--- src/hdl/conv_reg_pkg.sv ---
// Package for the converter register front end: addresses, field positions, reset values, carriers.
// Assumes a byte-wide special-function-register bus on the core clock.
`default_nettype none
package conv_reg_pkg;
	// ----------------------------------------
	// Register addresses
	// ----------------------------------------
	localparam logic [7:0] ADDR_CODE_LOW  = 8'hfb;
	localparam logic [7:0] ADDR_CODE_HIGH = 8'hfc;
	localparam logic [7:0] ADDR_CONTROL   = 8'hfd;
	// ----------------------------------------
	// Control fields and reset values
	// ----------------------------------------
	localparam int unsigned BIT_POWER_ENABLE = 0;
	localparam int unsigned BIT_CODE_CLEAR_N = 1;
	localparam int unsigned BIT_RANGE_SELECT = 2;
	localparam int unsigned BIT_BYTE_MODE    = 3;
	localparam int unsigned BIT_PIN_SELECT   = 4;
	localparam logic [7:0]  CONTROL_USED_MASK = 8'h1f;
	localparam logic [7:0]  RESET_CONTROL     = 8'h00;
	localparam logic [7:0]  RESET_CODE        = 8'h00;
	localparam logic [7:0]  RESET_RDATA       = 8'h00;
	localparam logic [3:0]  HIGH_NIBBLE_MASK  = 4'hf;

	// ----------------------------------------
	// Carriers
	// ----------------------------------------
	typedef struct packed {
		logic       wr;
		logic       rd;
		logic [7:0] addr;
		logic [7:0] wdata;
	} sfr_req_s;

	typedef struct packed {
		logic        power_down;
		logic        range_supply;
		logic        pin_alternate;
		logic [11:0] code;
	} conv_ctrl_s;

	// Control resets to zero, so the converter starts powered down
	localparam conv_ctrl_s RESET_CONV = '{power_down: 1'b1, range_supply: 1'b0, pin_alternate: 1'b0, code: 12'h000};
endpackage

`default_nettype wire

--- src/hdl/conv_reg_if.sv ---
// Converter register front end: three byte registers on the core SFR bus driving the analog converter.
// Assumes single-cycle SFR write and read strobes from the core on i_clk_sys.
`timescale 1ns/10ps
`default_nettype none

// Operation
// - 12-bit mode: output updates on low-byte write
// - Code right-justified: low byte, high nibble
// - Byte mode: low byte to MSBs, LSBs zero
// - Control bit 4 selects output pin
// - Control bit 2 selects output range
// - Clear bit low holds data registers zero
// - Control bit 0 low powers converter down
// - Control bits 7 to 5 reserved, ignored
// - Data at FBH, FCH, reset zero, bytes
module conv_reg_if (
	input  wire logic                   i_clk_sys, // Core clock
	input  wire logic                   i_nrst,    // Async reset, active low
	input  wire conv_reg_pkg::sfr_req_s i_req,     // SFR write/read request
	output logic [7:0]                  o_rdata,   // Read data, one cycle after read
	output logic                        o_rvalid,  // Read data valid pulse
	output conv_reg_pkg::conv_ctrl_s    o_conv     // Converter controls
);
	// ----------------------------------------
	// Decode
	// ----------------------------------------
	wire logic sel_low  = i_req.addr == conv_reg_pkg::ADDR_CODE_LOW;
	wire logic sel_high = i_req.addr == conv_reg_pkg::ADDR_CODE_HIGH;
	wire logic sel_ctrl = i_req.addr == conv_reg_pkg::ADDR_CONTROL;
	wire logic wr_low   = i_req.wr && sel_low;
	wire logic wr_high  = i_req.wr && sel_high;
	wire logic wr_ctrl  = i_req.wr && sel_ctrl;

	logic [7:0] ctrl_q, ctrl_d;
	logic [7:0] low_q, low_d;
	logic [7:0] high_q, high_d;
	logic [11:0] code_d;
	logic [7:0] rdata_d;
	conv_reg_pkg::conv_ctrl_s conv_d;

	// Reserved bits never stored, read as zero
	assign ctrl_d = wr_ctrl ? (i_req.wdata & conv_reg_pkg::CONTROL_USED_MASK) : ctrl_q;

	// Clear level holds data at zero; uses the new control value so clearing is immediate
	wire logic clear_n = ctrl_d[conv_reg_pkg::BIT_CODE_CLEAR_N];
	assign low_d  = !clear_n ? conv_reg_pkg::RESET_CODE : (wr_low ? i_req.wdata : low_q);
	assign high_d = !clear_n ? conv_reg_pkg::RESET_CODE
		: (wr_high ? (i_req.wdata & {4'h0, conv_reg_pkg::HIGH_NIBBLE_MASK}) : high_q);

	// ----------------------------------------
	// Code formation
	// ----------------------------------------
	wire logic byte_mode = ctrl_d[conv_reg_pkg::BIT_BYTE_MODE];
	wire logic [11:0] code_word = byte_mode ? {low_d, 4'h0}
		: {high_d[3:0], low_d};
	// Latched code moves only on low-byte write or clear, so a high write alone is invisible
	assign code_d = !clear_n ? 12'h000 : (wr_low ? code_word : o_conv.code);

	always_comb begin
		conv_d.power_down    = !ctrl_d[conv_reg_pkg::BIT_POWER_ENABLE];
		conv_d.range_supply  = ctrl_d[conv_reg_pkg::BIT_RANGE_SELECT];
		conv_d.pin_alternate = ctrl_d[conv_reg_pkg::BIT_PIN_SELECT];
		conv_d.code          = code_d;
	end

	// ----------------------------------------
	// Read path
	// ----------------------------------------
	assign rdata_d = sel_low ? low_q : (sel_high ? high_q : (sel_ctrl ? ctrl_q : 8'h00));
	// Idle bus returns zero so a stale byte is never taken for fresh data
	wire logic [7:0] rdata_out = i_req.rd ? rdata_d : 8'h00;

	// ----------------------------------------
	// Registers
	// ----------------------------------------
	always_ff @(posedge i_clk_sys or negedge i_nrst) begin
		if (!i_nrst) begin
			ctrl_q <= conv_reg_pkg::RESET_CONTROL;
		end else begin
			ctrl_q <= ctrl_d;
		end
	end

	always_ff @(posedge i_clk_sys or negedge i_nrst) begin
		if (!i_nrst) begin
			low_q  <= conv_reg_pkg::RESET_CODE;
			high_q <= conv_reg_pkg::RESET_CODE;
		end else begin
			low_q  <= low_d;
			high_q <= high_d;
		end
	end

	// Converter sees only registered controls, never a decode glitch
	always_ff @(posedge i_clk_sys or negedge i_nrst) begin
		if (!i_nrst) begin
			o_conv <= conv_reg_pkg::RESET_CONV;
		end else begin
			o_conv <= conv_d;
		end
	end

	always_ff @(posedge i_clk_sys or negedge i_nrst) begin
		if (!i_nrst) begin
			o_rdata  <= conv_reg_pkg::RESET_RDATA;
			o_rvalid <= 1'b0;
		end else begin
			o_rdata  <= rdata_out;
			o_rvalid <= i_req.rd;
		end
	end

	// ----------------------------------------
	// Assertions
	// ----------------------------------------
	property p_low_write_12;
		@(posedge i_clk_sys) disable iff (!i_nrst)
		(wr_low && !byte_mode && clear_n) |=> (o_conv.code == {high_q[3:0], low_q});
	endproperty
	a_low_write_12: assert property (p_low_write_12) else $error("12-bit code not applied on low write");

	property p_high_no_update;
		@(posedge i_clk_sys) disable iff (!i_nrst)
		(!wr_low && clear_n && !wr_ctrl) |=> $stable(o_conv.code);
	endproperty
	a_high_no_update: assert property (p_high_no_update) else $error("Code changed without low write");

	property p_byte_mode;
		@(posedge i_clk_sys) disable iff (!i_nrst)
		(wr_low && byte_mode && clear_n) |=> (o_conv.code[3:0] == 4'h0 && o_conv.code[11:4] == $past(i_req.wdata));
	endproperty
	a_byte_mode: assert property (p_byte_mode) else $error("Byte mode code wrong");

	property p_pin;
		@(posedge i_clk_sys) disable iff (!i_nrst)
		1'b1 |=> (o_conv.pin_alternate == ctrl_q[4]);
	endproperty
	a_pin: assert property (p_pin) else $error("Pin select mismatch");

	property p_range;
		@(posedge i_clk_sys) disable iff (!i_nrst)
		1'b1 |=> (o_conv.range_supply == ctrl_q[2]);
	endproperty
	a_range: assert property (p_range) else $error("Range select mismatch");

	property p_clear;
		@(posedge i_clk_sys) disable iff (!i_nrst)
		!ctrl_q[1] |-> (low_q == 8'h00 && high_q == 8'h00 && o_conv.code == 12'h000);
	endproperty
	a_clear: assert property (p_clear) else $error("Data not held clear");

	property p_power;
		@(posedge i_clk_sys) disable iff (!i_nrst)
		1'b1 |=> (o_conv.power_down == !ctrl_q[0]);
	endproperty
	a_power: assert property (p_power) else $error("Power-down mismatch");

	property p_reserved;
		@(posedge i_clk_sys) disable iff (!i_nrst)
		ctrl_q[7:5] == 3'h0;
	endproperty
	a_reserved: assert property (p_reserved) else $error("Reserved control bits set");

	property p_read_ctrl;
		@(posedge i_clk_sys) disable iff (!i_nrst)
		(i_req.rd && sel_ctrl) |=> (o_rvalid && o_rdata == $past(ctrl_q));
	endproperty
	a_read_ctrl: assert property (p_read_ctrl) else $error("Control readback wrong");

	property p_nibble;
		@(posedge i_clk_sys) disable iff (!i_nrst)
		high_q[7:4] == 4'h0;
	endproperty
	a_nibble: assert property (p_nibble) else $error("High nibble stored");

	property p_ctrl_write;
		@(posedge i_clk_sys) disable iff (!i_nrst)
		wr_ctrl |=> (ctrl_q == ($past(i_req.wdata) & conv_reg_pkg::CONTROL_USED_MASK));
	endproperty
	a_ctrl_write: assert property (p_ctrl_write) else $error("Control write lost");

	property p_low_write_data;
		@(posedge i_clk_sys) disable iff (!i_nrst)
		(wr_low && clear_n) |=> (low_q == $past(i_req.wdata));
	endproperty
	a_low_write_data: assert property (p_low_write_data) else $error("Low code write lost");

	property p_read_low;
		@(posedge i_clk_sys) disable iff (!i_nrst)
		(i_req.rd && sel_low) |=> (o_rvalid && o_rdata == $past(low_q));
	endproperty
	a_read_low: assert property (p_read_low) else $error("Low code readback wrong");

	property p_read_high;
		@(posedge i_clk_sys) disable iff (!i_nrst)
		(i_req.rd && sel_high) |=> (o_rvalid && o_rdata == $past(high_q));
	endproperty
	a_read_high: assert property (p_read_high) else $error("High code readback wrong");

	property p_read_other;
		@(posedge i_clk_sys) disable iff (!i_nrst)
		(i_req.rd && !sel_low && !sel_high && !sel_ctrl) |=> (o_rvalid && o_rdata == 8'h00);
	endproperty
	a_read_other: assert property (p_read_other) else $error("Unmapped read not zero");

	property p_rvalid;
		@(posedge i_clk_sys) disable iff (!i_nrst)
		!i_req.rd |=> (!o_rvalid && o_rdata == 8'h00);
	endproperty
	a_rvalid: assert property (p_rvalid) else $error("Read data without read");

	property p_byte_high;
		@(posedge i_clk_sys) disable iff (!i_nrst)
		(wr_high && byte_mode) |=> $stable(o_conv.code);
	endproperty
	a_byte_high: assert property (p_byte_high) else $error("High write changed byte mode code");

	// ----------------------------------------
	// Cover points
	// ----------------------------------------
	c_low12:     cover property (@(posedge i_clk_sys) disable iff (!i_nrst) wr_low && !byte_mode && clear_n);
	c_byte:      cover property (@(posedge i_clk_sys) disable iff (!i_nrst) wr_low && byte_mode && clear_n);
	c_clear:     cover property (@(posedge i_clk_sys) disable iff (!i_nrst) wr_ctrl && !i_req.wdata[1]);
	c_high_byte: cover property (@(posedge i_clk_sys) disable iff (!i_nrst) wr_high && byte_mode);
	c_read_low:  cover property (@(posedge i_clk_sys) disable iff (!i_nrst) i_req.rd && sel_low);
endmodule

`default_nettype wire

--- config.mk ---
export PLATFORM = sky130hd
export DESIGN_NAME = conv_reg_if
export DESIGN_NICKNAME = d
export VERILOG_FILES = /design/src/hdl/conv_reg_pkg.sv /design/src/hdl/conv_reg_if.sv
export SDC_FILE = /design/constraint.sdc
export NUM_CORES = 1
export LEC_CHECK = 0
export ABC_AREA = 1
export BUFFER_PORTS_ARGS = -buffer_cell sky130_fd_sc_hd__buf_2
export CAP_MARGIN = 10
export CORE_UTILIZATION = 57
export CTS_CLUSTER_SIZE = 20
export DETAILED_ROUTE_END_ITERATION = 7
export PLACE_DENSITY = 0.85
export RECOVER_POWER = 50
export SLEW_MARGIN = 5
export SYNTH_ARGS = -nofsm -noshare
export SYNTH_HDL_FRONTEND = slang
export SYNTH_SLANG_ARGS = --single-unit
--- constraint.sdc ---
create_clock -name i_clk_sys -period 1.9 [get_ports i_clk_sys]
set_input_delay 0.38 -clock i_clk_sys [delete_from_list [all_inputs] [get_ports i_clk_sys]]
set_output_delay 0.38 -clock i_clk_sys [all_outputs]
set_load 0.03 [all_outputs]
== Word level (Yosys, flattened, before mapping) ==
Cells that the tools add are included.
Cells by class
  equal/unequal tests: 5
  multiplexer cells: 12
  reduce and logical (&&, ||, !) cells: 4
Operator list (count)
  $mux 8: 7
  $mux 12: 3
  $eq 8x8->1 const B: 3
  $mux 5: 2
  $ne 2x2->1 const B: 2
  $logic_and 1x1->1: 3
  $logic_not 1->1: 1
Storage, ports and cells
  register bits: 45
  bits of input ports: 20
  logic and storage cells: 31

== Logic depth before layout (Yosys ltp) ==
Gate-level depths: netlist (run 1).
  depth after elaboration: 7
  depth in mapped cells: 11
  mapped depth without buffers: 10

== Least setup slack after synthesis (run 1) ==
Ideal clock, no wire load.
  kind: in2reg
  start: input i_req[13] (netlist bit)
  end: register o_conv[10] (netlist bit)
  arrival time: 1.313 ns
  data required time: 1.783 ns
  path slack: 0.470 ns
  stages: 9
  cell sequence: nand2_1 -> nor2_4 -> nand3_4 -> nand2_1 -> nand2_4 -> nand2_2 -> inv_1 -> nand3_1 -> nand2_1
Between the ends
  longest elaborated chain between the ends: 7
  elaborated cells on any way between the ends: 15
  classes of those cells: 4 x eq/ne; 8 x mux; 3 x reduce/logical
RTL lines
  from (decl): line conv_reg_if.sv:19  | input wire conv_reg_pkg::sfr_req_s i_req,
  $eq 8x8->1 (*): line conv_reg_if.sv:29  | wire logic sel_ctrl = i_req.addr == conv_reg_pkg::ADDR_CONTROL;
  $logic_and 1x1->1 (*): line conv_reg_if.sv:32  | wire logic wr_ctrl = i_req.wr && sel_ctrl;
  $mux 5 (*): line conv_reg_if.sv:42  | assign ctrl_d = wr_ctrl ? (i_req.wdata & conv_reg_pkg::CONTROL_USED_MASK) : ctrl_q;
  named net ctrl_d[1]: line conv_reg_if.sv:34  | logic [7:0] ctrl_q, ctrl_d;
  $mux 8 (on tied branches): line conv_reg_if.sv:47, conv_reg_if.sv:46
  $mux 12: line conv_reg_if.sv:54  | wire logic [11:0] code_word = byte_mode ? {low_d, 4'h0}
  $mux 12 (2 in series): line conv_reg_if.sv:57  | assign code_d = !clear_n ? 12'h000 : (wr_low ? code_word : o_conv.code);
  to (signal assigned): line conv_reg_if.sv:97  | o_conv <= conv_reg_pkg::RESET_CONV;
  to (signal assigned): line conv_reg_if.sv:99  | o_conv <= conv_d;
  to (decl): line conv_reg_if.sv:22  | output conv_reg_pkg::conv_ctrl_s o_conv
The timed path passes the listed nets; every way through them passes the cells marked *. The select of a mux whose other input is x is not followed.
A chain may end at the register's enable or synchronous reset.

== Final worst setup path (run 1) ==
  start: input i_req[13] (netlist bit)
  end: register o_conv[9] (netlist bit)
Same word-level chain as after synthesis.

==> key figures, run 1 <==
Synth
  – Synth top area cells: dfrtp_1 (49%), nand2_1 (15%), inv_1 (5.4%), nand4_1 (3.5%), nor2_1 (3.5%)
  – Synth area leader: dfrtp_1
  – Yosys warns: 0
  – Mapped Nets: 252
  – Register area share after synthesis: 50.16%
  – Area of the mapped netlist: 1948 um2
  – Syn Inst Count: 232
  – Yosys reg bits: 39
  – Top-area cell type share of the netlist area: 48.81%
  – Synth unique cells: 26
  – Synthesized area per cell: 8.397 um2

Layout
  – Layout cell share with drive strength beyond 1: 26.71%
  – Most frequent cells in the layout: nand2_1 (79), buf_2 (42), dfrtp_1 (38), inv_1 (28), nor2_1 (18)
  – Diode count: 0
  – Nets: 296
  – Finished Core Util: 70.79%
  – Commonest non-fill, non-tap cell in the layout: nand2_1
  – Fill count: 269
  – Layout area overhead: 14.58%

Floorplanning
  – Die ar.: 3655 um2
  – Core Rows: 20
  – Die Span Y: 60.46 um
  – Starting Density: 61.79%
  – CORE AREA: 3153 um2
  – I/O pin count: 44
  – Die extent in x: 60.46 um

Power and ir drop
  – Power, Total: 0.001541 W
  – PwrDens: 690.2 nW/um2
  – Peak supply drop: 0.8033 mV
  – P_leak: 1.327 nW

GRT
  – Total GRT Usage: 25.79%
  – Vias in the first global route: 1539
  – First-pass GRT wire length: 6762 um
  – Gr ovfl total: 0
  – Largest net degree at the start of global routing: 40
  – Initial antenna violation count: 0

Setup path
  – Endpoint type of the worst setup path: flop
  – Crit-path max FO: 10
  – Critical Path Start Type: primary input
  – Critical path type: primary input to flop
  – Critical Path RT: 2.16 ns
  – Worst Path Arrival: 1.80 ns

Job
  – Max-Cap Viols: 0

Run status
  – Status: finished, final reports clean

Clocking
  – Cts bufs inserted: 5
  – Post-cts resize count: 0
  – Clk_lat worst skew: 0.36 ns
  – CTS tree: yes
  – Clock transition at path regs: 0.12 ns
  – Root Driver: clkbuf_4
  – H-tree depth: 2
  – Setup bufs post-CTS: 0
  – Post-CTS Hold Buffers: 0
  – Clock Path Buffers: 2
  – Num Clock Sinks: 39

Timing
  – Max-slew violations: 0
  – Final setup TNS: 0 ns
  – Clock Skew: 0.01068 ns
  – Tcrit/Tclk final: 81.06%
  – Slew headroom: 40.20%
  – Worst-margin pin slew: 0.8969 ns
  – RSZ-0062 raised after global routing: no
  – Final critical-path required period: 1.540 ns
  – Final count of negative-setup-slack endpoints: 0
  – Final hold viol count: 0
  – Fmax: 649.3 MHz

Drt
  – Routed vias: 1602
  – Residual DRC: 0
  – Post-DRT Antenna Nets: 0
  – First DRT Iteration DRCs: 51
  – Drt pass-1 iters: 4
  – Vias per cell: 4.991
  – Routed len/inst: 12.27 um
  – Routed WL: 3939 um

Worst hold path
  – HP Class: primary input to async pin

Placement
  – DP Wirelength: 3016 um
  – IO Port Bufs: 43
  – Gpl congestion: 0.8666
[per-layer routing]
metal	vias up	global-route usage, %	share of wire, %
met5	-	0	0
li1	812	-	-
met3	8	5.544	6.4
met4	0	11.04	1.7
met1	724	33.66	45
met2	58	41.76	47
[per-stage QoR]
step / cell area [um2] / hold WS [ns] / instances / worst slack [ns]
floorplan: 1948 / 0.08441 / 232 / 0.4696
global placement: 2171 / 0.4466 / 313 / 0.1422
detailed placement: 2171 / 0.4566 / 313 / 0.08999
CTS: 2252 / 0.06626 / 321 / 0.4518
global route: 2232 / 0.2525 / 321 / 0.1927
finish: 2232 / 0.2105 / 321 / 0.3598
[power breakdown]
| group | internal (W) | switching (W) | leakage (nW) |
|---|---|---|---|
| Clock | 0.000277 | 0.000290 | 0.0452 |
| Combinational | 0.0000362 | 0.0000931 | 0.753 |
| Sequential | 0.000841 | 0.00000375 | 0.529 |
[synth_stat cells, drive strengths merged]
library cell  instances
nand2                89
dfrtp                38
inv                  28
nor2                 22
o21ai                19
nand4                11
nand3                 8
buf                   7
a21oi                 2
o211ai                2
o21bai                2
clkbuf                1
dfstp                 1
nor3                  1
o211a                 1
[final timing paths]
| kind | startpoint | to | slack (ns) | cells after the start |
|---|---|---|---|---|
| worst max-delay path | i_req[13] | o_conv[9] | 0.36 | 10 |
| worst min-delay path | i_nrst | o_rdata[1] | 0.21 | 2 |
| worst max register to register | ctrl_q[1] | o_conv[1] | 0.78 | 6 |
| worst min register to register | o_conv[8] | o_conv[8] | 0.49 | 2 |
| max in group asynchronous | i_nrst | o_conv[0] | 1.13 | 2 |
| min in group i_clk_sys | i_req[4] | ctrl_q[4] | 0.24 | 3 |
[kinds of logic after synthesis]
group / Yosys count / share of synthesized area [%]
AND/OR/NAND/NOR: 131 / 32.24
flip-flops: 39 / 50.16
buffers and inverters: 36 / 8.606
AO/OA/AOI/OAI: 26 / 8.991
[critical path, cell delays in order]
cell	delay, ns
buf_2	0.07
nand2_1	0.07
nor2_4	0.22
nand3_1	0.35
nand2_1	0.22
nand2_4	0.13
nand2_2	0.13
inv_1	0.08
nand3_1	0.08
nand2_1	0.06
[layout make-up]
type                            instances  area, um2  share of cell area (%)
Timing Repair Buffer                   45      222.7                   9.978
Clock inverter                          3      43.79                   1.962
Inverter                               28      105.1                   4.709
Clock buffer                            5      37.54                   1.682
Tap cell                               44      55.05                   2.466
Multi-Input combinational cell        157      790.8                   35.43
Sequential cell                        39      977.2                   43.78
[registers in the layout (all words and copies together), names as in the netlist]
| register | count |
|---|---|
| o_rdata | 8 |
| low_q | 8 |
| high_q | 4 |
| o_rvalid | 1 |
| ctrl_q | 5 |
| o_conv | 13 |
No activity file was read; power rests on OpenSTA's default activity.
==> run 2, diff against run 1 <==
CORE_UTILIZATION = 48   (was 57)
PLACE_DENSITY = 0.76   (was 0.85)
clock period = 1.28 ns   (was 1.9 ns; I/O delays follow)
==> key figures, run 2 (synthesis results as in run 1) <==
Timing
  – Tcrit/Tclk final: 96.78%
  – Final count of negative-setup-slack endpoints: 0
  – Slew headroom: 52.80%
  – Fmax: 807.2 MHz
  – Final critical-path required period: 1.239 ns
  – Worst-margin pin slew: 0.7081 ns
  – Max-slew violations: 0
  – Final hold viol count: 0
  – Clock Skew: 0.004692 ns

Floorplanning
  – Starting Density: 51.66%
  – Die extent in x: 65.71 um
  – CORE AREA: 3771 um2
  – I/O pin count: 44
  – Die ar.: 4317 um2
  – Die Span Y: 65.71 um
  – Core Rows: 22

Layout
  – Layout area overhead: 32.18%
  – Reg with most FFs: o_conv
  – Layout cell share with drive strength beyond 1: 34.67%
  – Commonest non-fill, non-tap cell in the layout: nand2_1
  – Fin area: 2575 um2
  – Multi-input gate area: 850.8 um2
  – Most frequent cells in the layout: nand2_1 (73), buf_2 (39), dfrtp_1 (38), inv_1 (28), buf_4 (19)
  – Register area: 977.2 um2
  – Biggest regs: o_conv x13, low_q x8, o_rdata x8
  – Nets: 319
  – Max FFs per register: 13
  – Diode count: 0
  – Finished Core Util: 68.28%
  – Fill count: 312

GRT
  – Total GRT Usage: 24.24%
  – First-pass GRT wire length: 7652 um
  – Gr ovfl total: 0
  – Vias in the first global route: 1694
  – Initial antenna violation count: 0
  – Largest net degree at the start of global routing: 28

Clocking
  – Clock Path Buffers: 2
  – Cts bufs inserted: 5
  – CTS tree: yes
  – Clk_lat worst skew: 0.29 ns
  – Root Driver: clkbuf_8
  – H-tree depth: 2
  – Num Clock Sinks: 39
  – Clock transition at path regs: 0.07 ns

Setup path
  – R2R Path End: o_conv[0]
  – R2R Setup Slk: 0.13 ns
  – Sequence of cells on the critical path: buf_2
  – Critical-path top delay cell: dfstp_2
  – Worst Path Arrival: 0.98 ns
  – Delay-heaviest family, CP: flip-flops
  – Reg2Reg Depth: 5
  – Critical Path Max Stage Delay: 0.51 ns
  – Crit-path max FO: 1
  – Worst R2R Start: ctrl_q[3]
  – Critical path type: flop to output pin
  – Endpoint type of the worst setup path: output pin
  – Critical Path Start Type: flop
  – Worst path bufs/invs: 1
  – Critical Path RT: 1.02 ns

Drt
  – Routed WL: 4653 um
  – Vias per cell: 5.092
  – Post-DRT Antenna Nets: 0
  – Residual DRC: 0
  – Drt pass-1 iters: 4
  – Routed vias: 1772
  – Routed len/inst: 13.37 um
  – First DRT Iteration DRCs: 84

Power and ir drop
  – Peak supply drop: 0.6334 mV
  – Clk pwr share: 44.5%
  – Reg power frac: 46.3%
  – Combinational Power Share: 9.2%
  – Switching power: 0.0005938 W
  – Switch share: 21.92%
  – P_leak: 1.482 nW
  – Int Power: 0.002116 W
  – PwrDens: 1052 nW/um2

Placement
  – Area post-placement: 2372 um2
  – IO Port Bufs: 43
  – DP Wirelength: 3308 um
  – Gpl congestion: 0.8179

Job
  – Max-Cap Viols: 0

Worst hold path
  – Hold Path End: ctrl_q[4]
  – Hold Startpoint: i_req[4]
  – HP Class: primary input to flop
  – Min-Delay Path Depth: 3

Run status
  – Status: finished, final reports clean
## run 2: changes by cell type in the layout (fill, tap and decap cells not counted), sizes merged
| cell | change |
|---|---|
| bufinv | +1 |
| dlygate4sd3 | +1 |
| buf | +22 |
| nand2 | +1 |
| clkinv | -2 |
## run 2: stage by stage
step	instances	TNS (ns)	worst slack, ns	hold WS [ns]	power, W
CTS	344	0	0.03353	0.1695	0.002716
floorplan	232	-0.02779	-0.01292	-0.03959	0.001397
detailed placement	335	-4.352	-0.2356	0.1577	0.001511
global route	348	-0.02963	-0.01759	0.2355	0.002815
global placement	335	-3.297	-0.1958	0.1491	0.001506
finish	348	0	0.04119	0.2169	0.002709
## run 2: worst reg2reg max path: cells and delay by family, from the launching register on
family	cells	cell delay (ns)
AOI/OAI and AO/OA	1	0.17
and+or+nand+nor	3	0.43
buffers and inverters	1	0.09
DFF	1	0.39
## run 2: what timing repair did
action / CTS / global route
hold buffers: 1 / 0
endpoints found under the setup margin: 0 / 5
buffers inserted: 0 / 3
gates resized for setup: 0 / 13
hold endpoints to repair: 11 / 0
## run 2: worst max path at each step
stage | startpoint | end | slack (ns) | depth (start not counted)
detailed placement | i_req[14] | o_conv[5] | -0.24 | 11
floorplan | i_req[14] | o_conv[2] | -0.01 | 8
global route | i_req[11] | o_conv[11] | -0.02 | 11
CTS | o_conv[14] | o_conv[14] | 0.03 | 1
finish | o_conv[14] | o_conv[14] | 0.04 | 1
global placement | i_req[14] | o_conv[4] | -0.20 | 11
## run 2: area by class of cell
class                           instances  area share, %
Clock buffer                            6          2.818
Inverter                               28          4.082
Tap cell                               48          2.332
Clock inverter                          2          2.332
Multi-Input combinational cell        158          33.04
Timing Repair Buffer                   67          17.44
Sequential cell                        39          37.95
## run 2: power by group through the flow
stage          Clock (W)  Sequential [W]  Combinational [W]
2_1_floorplan          0         0.00129           0.000110
3_3_place_gp           0         0.00128           0.000229
3_5_place_dp           0         0.00128           0.000233
4_1_cts          0.00122         0.00125           0.000238
5_1_grt          0.00129         0.00126           0.000274
6_report         0.00121         0.00125           0.000249
## run 2: metal layers
| layer | share of wire [%] | up-vias | global-route usage, % |
|---|---|---|---|
| li1 | - | 863 | - |
| met1 | 42 | 824 | 29.55 |
| met2 | 48 | 74 | 39.80 |
| met3 | 7.7 | 11 | 6.944 |
| met4 | 2.1 | 0 | 10.05 |
| met5 | 0 | - | 0 |
==> run 3, diff against run 2 <==
CORE_UTILIZATION = 50   (was 48)
CTS_BUF_LIST = sky130_fd_sc_hd__clkbuf_8   (was default)
PLACE_DENSITY = 0.79   (was 0.76)
==> key figures, run 3 (synthesis results as in run 1) <==
Run status
  – Status: finished, final reports clean

Power and ir drop
  – Power, Total: 0.002549 W
  – PwrDens: 1002 nW/um2
  – P_leak: 1.468 nW
  – Reg power frac: 49.2%
  – Peak supply drop: 0.6023 mV
  – Combinational Power Share: 9.2%
  – Clk pwr share: 41.6%
  – Switching power: 0.0005905 W
  – Switch share: 23.17%
  – Int Power: 0.001958 W

Timing
  – Tcrit/Tclk final: 96.68%
  – Clock Skew: 0.006879 ns
  – Final critical-path required period: 1.237 ns
  – Final hold viol count: 0
  – Max-slew violations: 0
  – Worst Setup Slack, final: 0.04251 ns
  – Fmax: 808.1 MHz
  – Worst-margin pin slew: 0.3736 ns
  – Final count of negative-setup-slack endpoints: 0
  – Slew headroom: 75.09%

GRT
  – Vias in the first global route: 1677
  – Total GRT Usage: 23.79%
  – Initial antenna violation count: 0
  – Gr ovfl total: 0
  – First-pass GRT wire length: 7507 um
  – Largest net degree at the start of global routing: 27

Layout
  – Most frequent cells in the layout: nand2_1 (74), buf_2 (40), dfrtp_1 (38), inv_1 (28), buf_4 (22)
  – Biggest regs: o_conv x13, low_q x8, o_rdata x8
  – Fill count: 290
  – Reg with most FFs: o_conv
  – Layout cell share with drive strength beyond 1: 34.22%
  – Diode count: 0
  – Commonest non-fill, non-tap cell in the layout: nand2_1
  – Max FFs per register: 13
  – Nets: 320
  – Layout area overhead: 30.57%

Worst hold path
  – HP Class: primary input to flop

Setup path
  – Crit-path max FO: 1
  – Endpoint type of the worst setup path: output pin
  – Critical Path Max Stage Delay: 0.51 ns
  – Critical-path top delay cell: dfstp_2
  – Critical Path RT: 1.02 ns
  – Delay-heaviest family, CP: flip-flops
  – Sequence of cells on the critical path: buf_2
  – Critical Path Start Type: flop
  – Worst path bufs/invs: 1
  – Worst Path Arrival: 0.98 ns
  – Critical path type: flop to output pin

Placement
  – DP Wirelength: 3350 um
  – IO Port Bufs: 43
  – Place WS: -0.2265 ns
  – Gpl congestion: 0.8696

Floorplanning
  – Die ar.: 4150 um2
  – I/O pin count: 44
  – Die extent in x: 64.42 um
  – Die Span Y: 64.42 um
  – Core Rows: 22
  – Starting Density: 52.82%
  – CORE AREA: 3689 um2

Clocking
  – Clk_lat worst skew: 0.29 ns
  – Cts bufs inserted: 5
  – CTS tree: yes
  – H-tree depth: 2
  – Clock transition at path regs: 0.07 ns
  – Clock Path Buffers: 2
  – Root Driver: clkbuf_8
  – Num Clock Sinks: 39

Drt
  – Routed vias: 1791
  – Post-DRT Antenna Nets: 0
  – Vias per cell: 5.132
  – First DRT Iteration DRCs: 66
  – Drt pass-1 iters: 4
  – Residual DRC: 0
  – Routed WL: 4433 um
  – Routed len/inst: 12.70 um

Job
  – Max-Cap Viols: 0
run 3: cell type report:
type	count	area, um2	area share, %
multi-input combinational	157	842.1	33.10
tap	48	60.06	2.361
inverter	28	105.1	4.132
clock buffer	6	82.58	3.246
sequential	39	977.2	38.42
clock inverter	2	35.03	1.377
timing repair buffer	69	441.7	17.36
run 3: worst paths after layout:
kind	from	to	slack, ns	depth (start not counted)
max	o_conv[14]	o_conv[14]	0.04	1
min	i_req[4]	ctrl_q[4]	0.20	3
max reg2reg	ctrl_q[3]	o_conv[0]	0.13	5
min reg2reg	o_conv[6]	o_conv[6]	0.48	2
max in group asynchronous	i_nrst	ctrl_q[1]	0.22	3
min in group asynchronous	i_nrst	ctrl_q[4]	0.37	2
run 3: repair_timing:
action	CTS	global route
buffers inserted	0	1
gates resized for setup	0	8
setup endpoints to repair	0	13
endpoints found under the hold margin	12	0
hold buffers	1	0
run 3: power by group through the flow:
stage	clock [W]	sequential, W	combinational [W]
floorplan	0	0.00129	0.000110
global placement	0	0.00128	0.000232
detailed placement	0	0.00128	0.000236
CTS	0.00107	0.00125	0.000239
global route	0.00112	0.00125	0.000259
finish	0.00106	0.00125	0.000235
run 3: per-layer routing:
metal / track usage [%] / share of wire [%] / vias to the layer above
met4: 7.778 / 1.6 / 0
met5: 0 / 0 / -
met3: 3.873 / 7.1 / 11
li1: - / - / 864
met2: 39.21 / 48 / 78
met1: 31.95 / 43 / 838
run 3: metrics by stage:
step,utilization (%),TNS [ns],instances,hold WS (ns),cell area [um2]
2_1_floorplan,-,-0.02779,232,-0.03959,1972
3_3_place_gp,65.13,-3.850,339,0.1615,2402
3_5_place_dp,65.13,-4.537,339,0.1657,2402
4_1_cts,68.59,0,348,0.1677,2530
5_1_grt,68.96,-0.01563,349,0.2233,2544
6_report,68.96,0,349,0.2020,2544
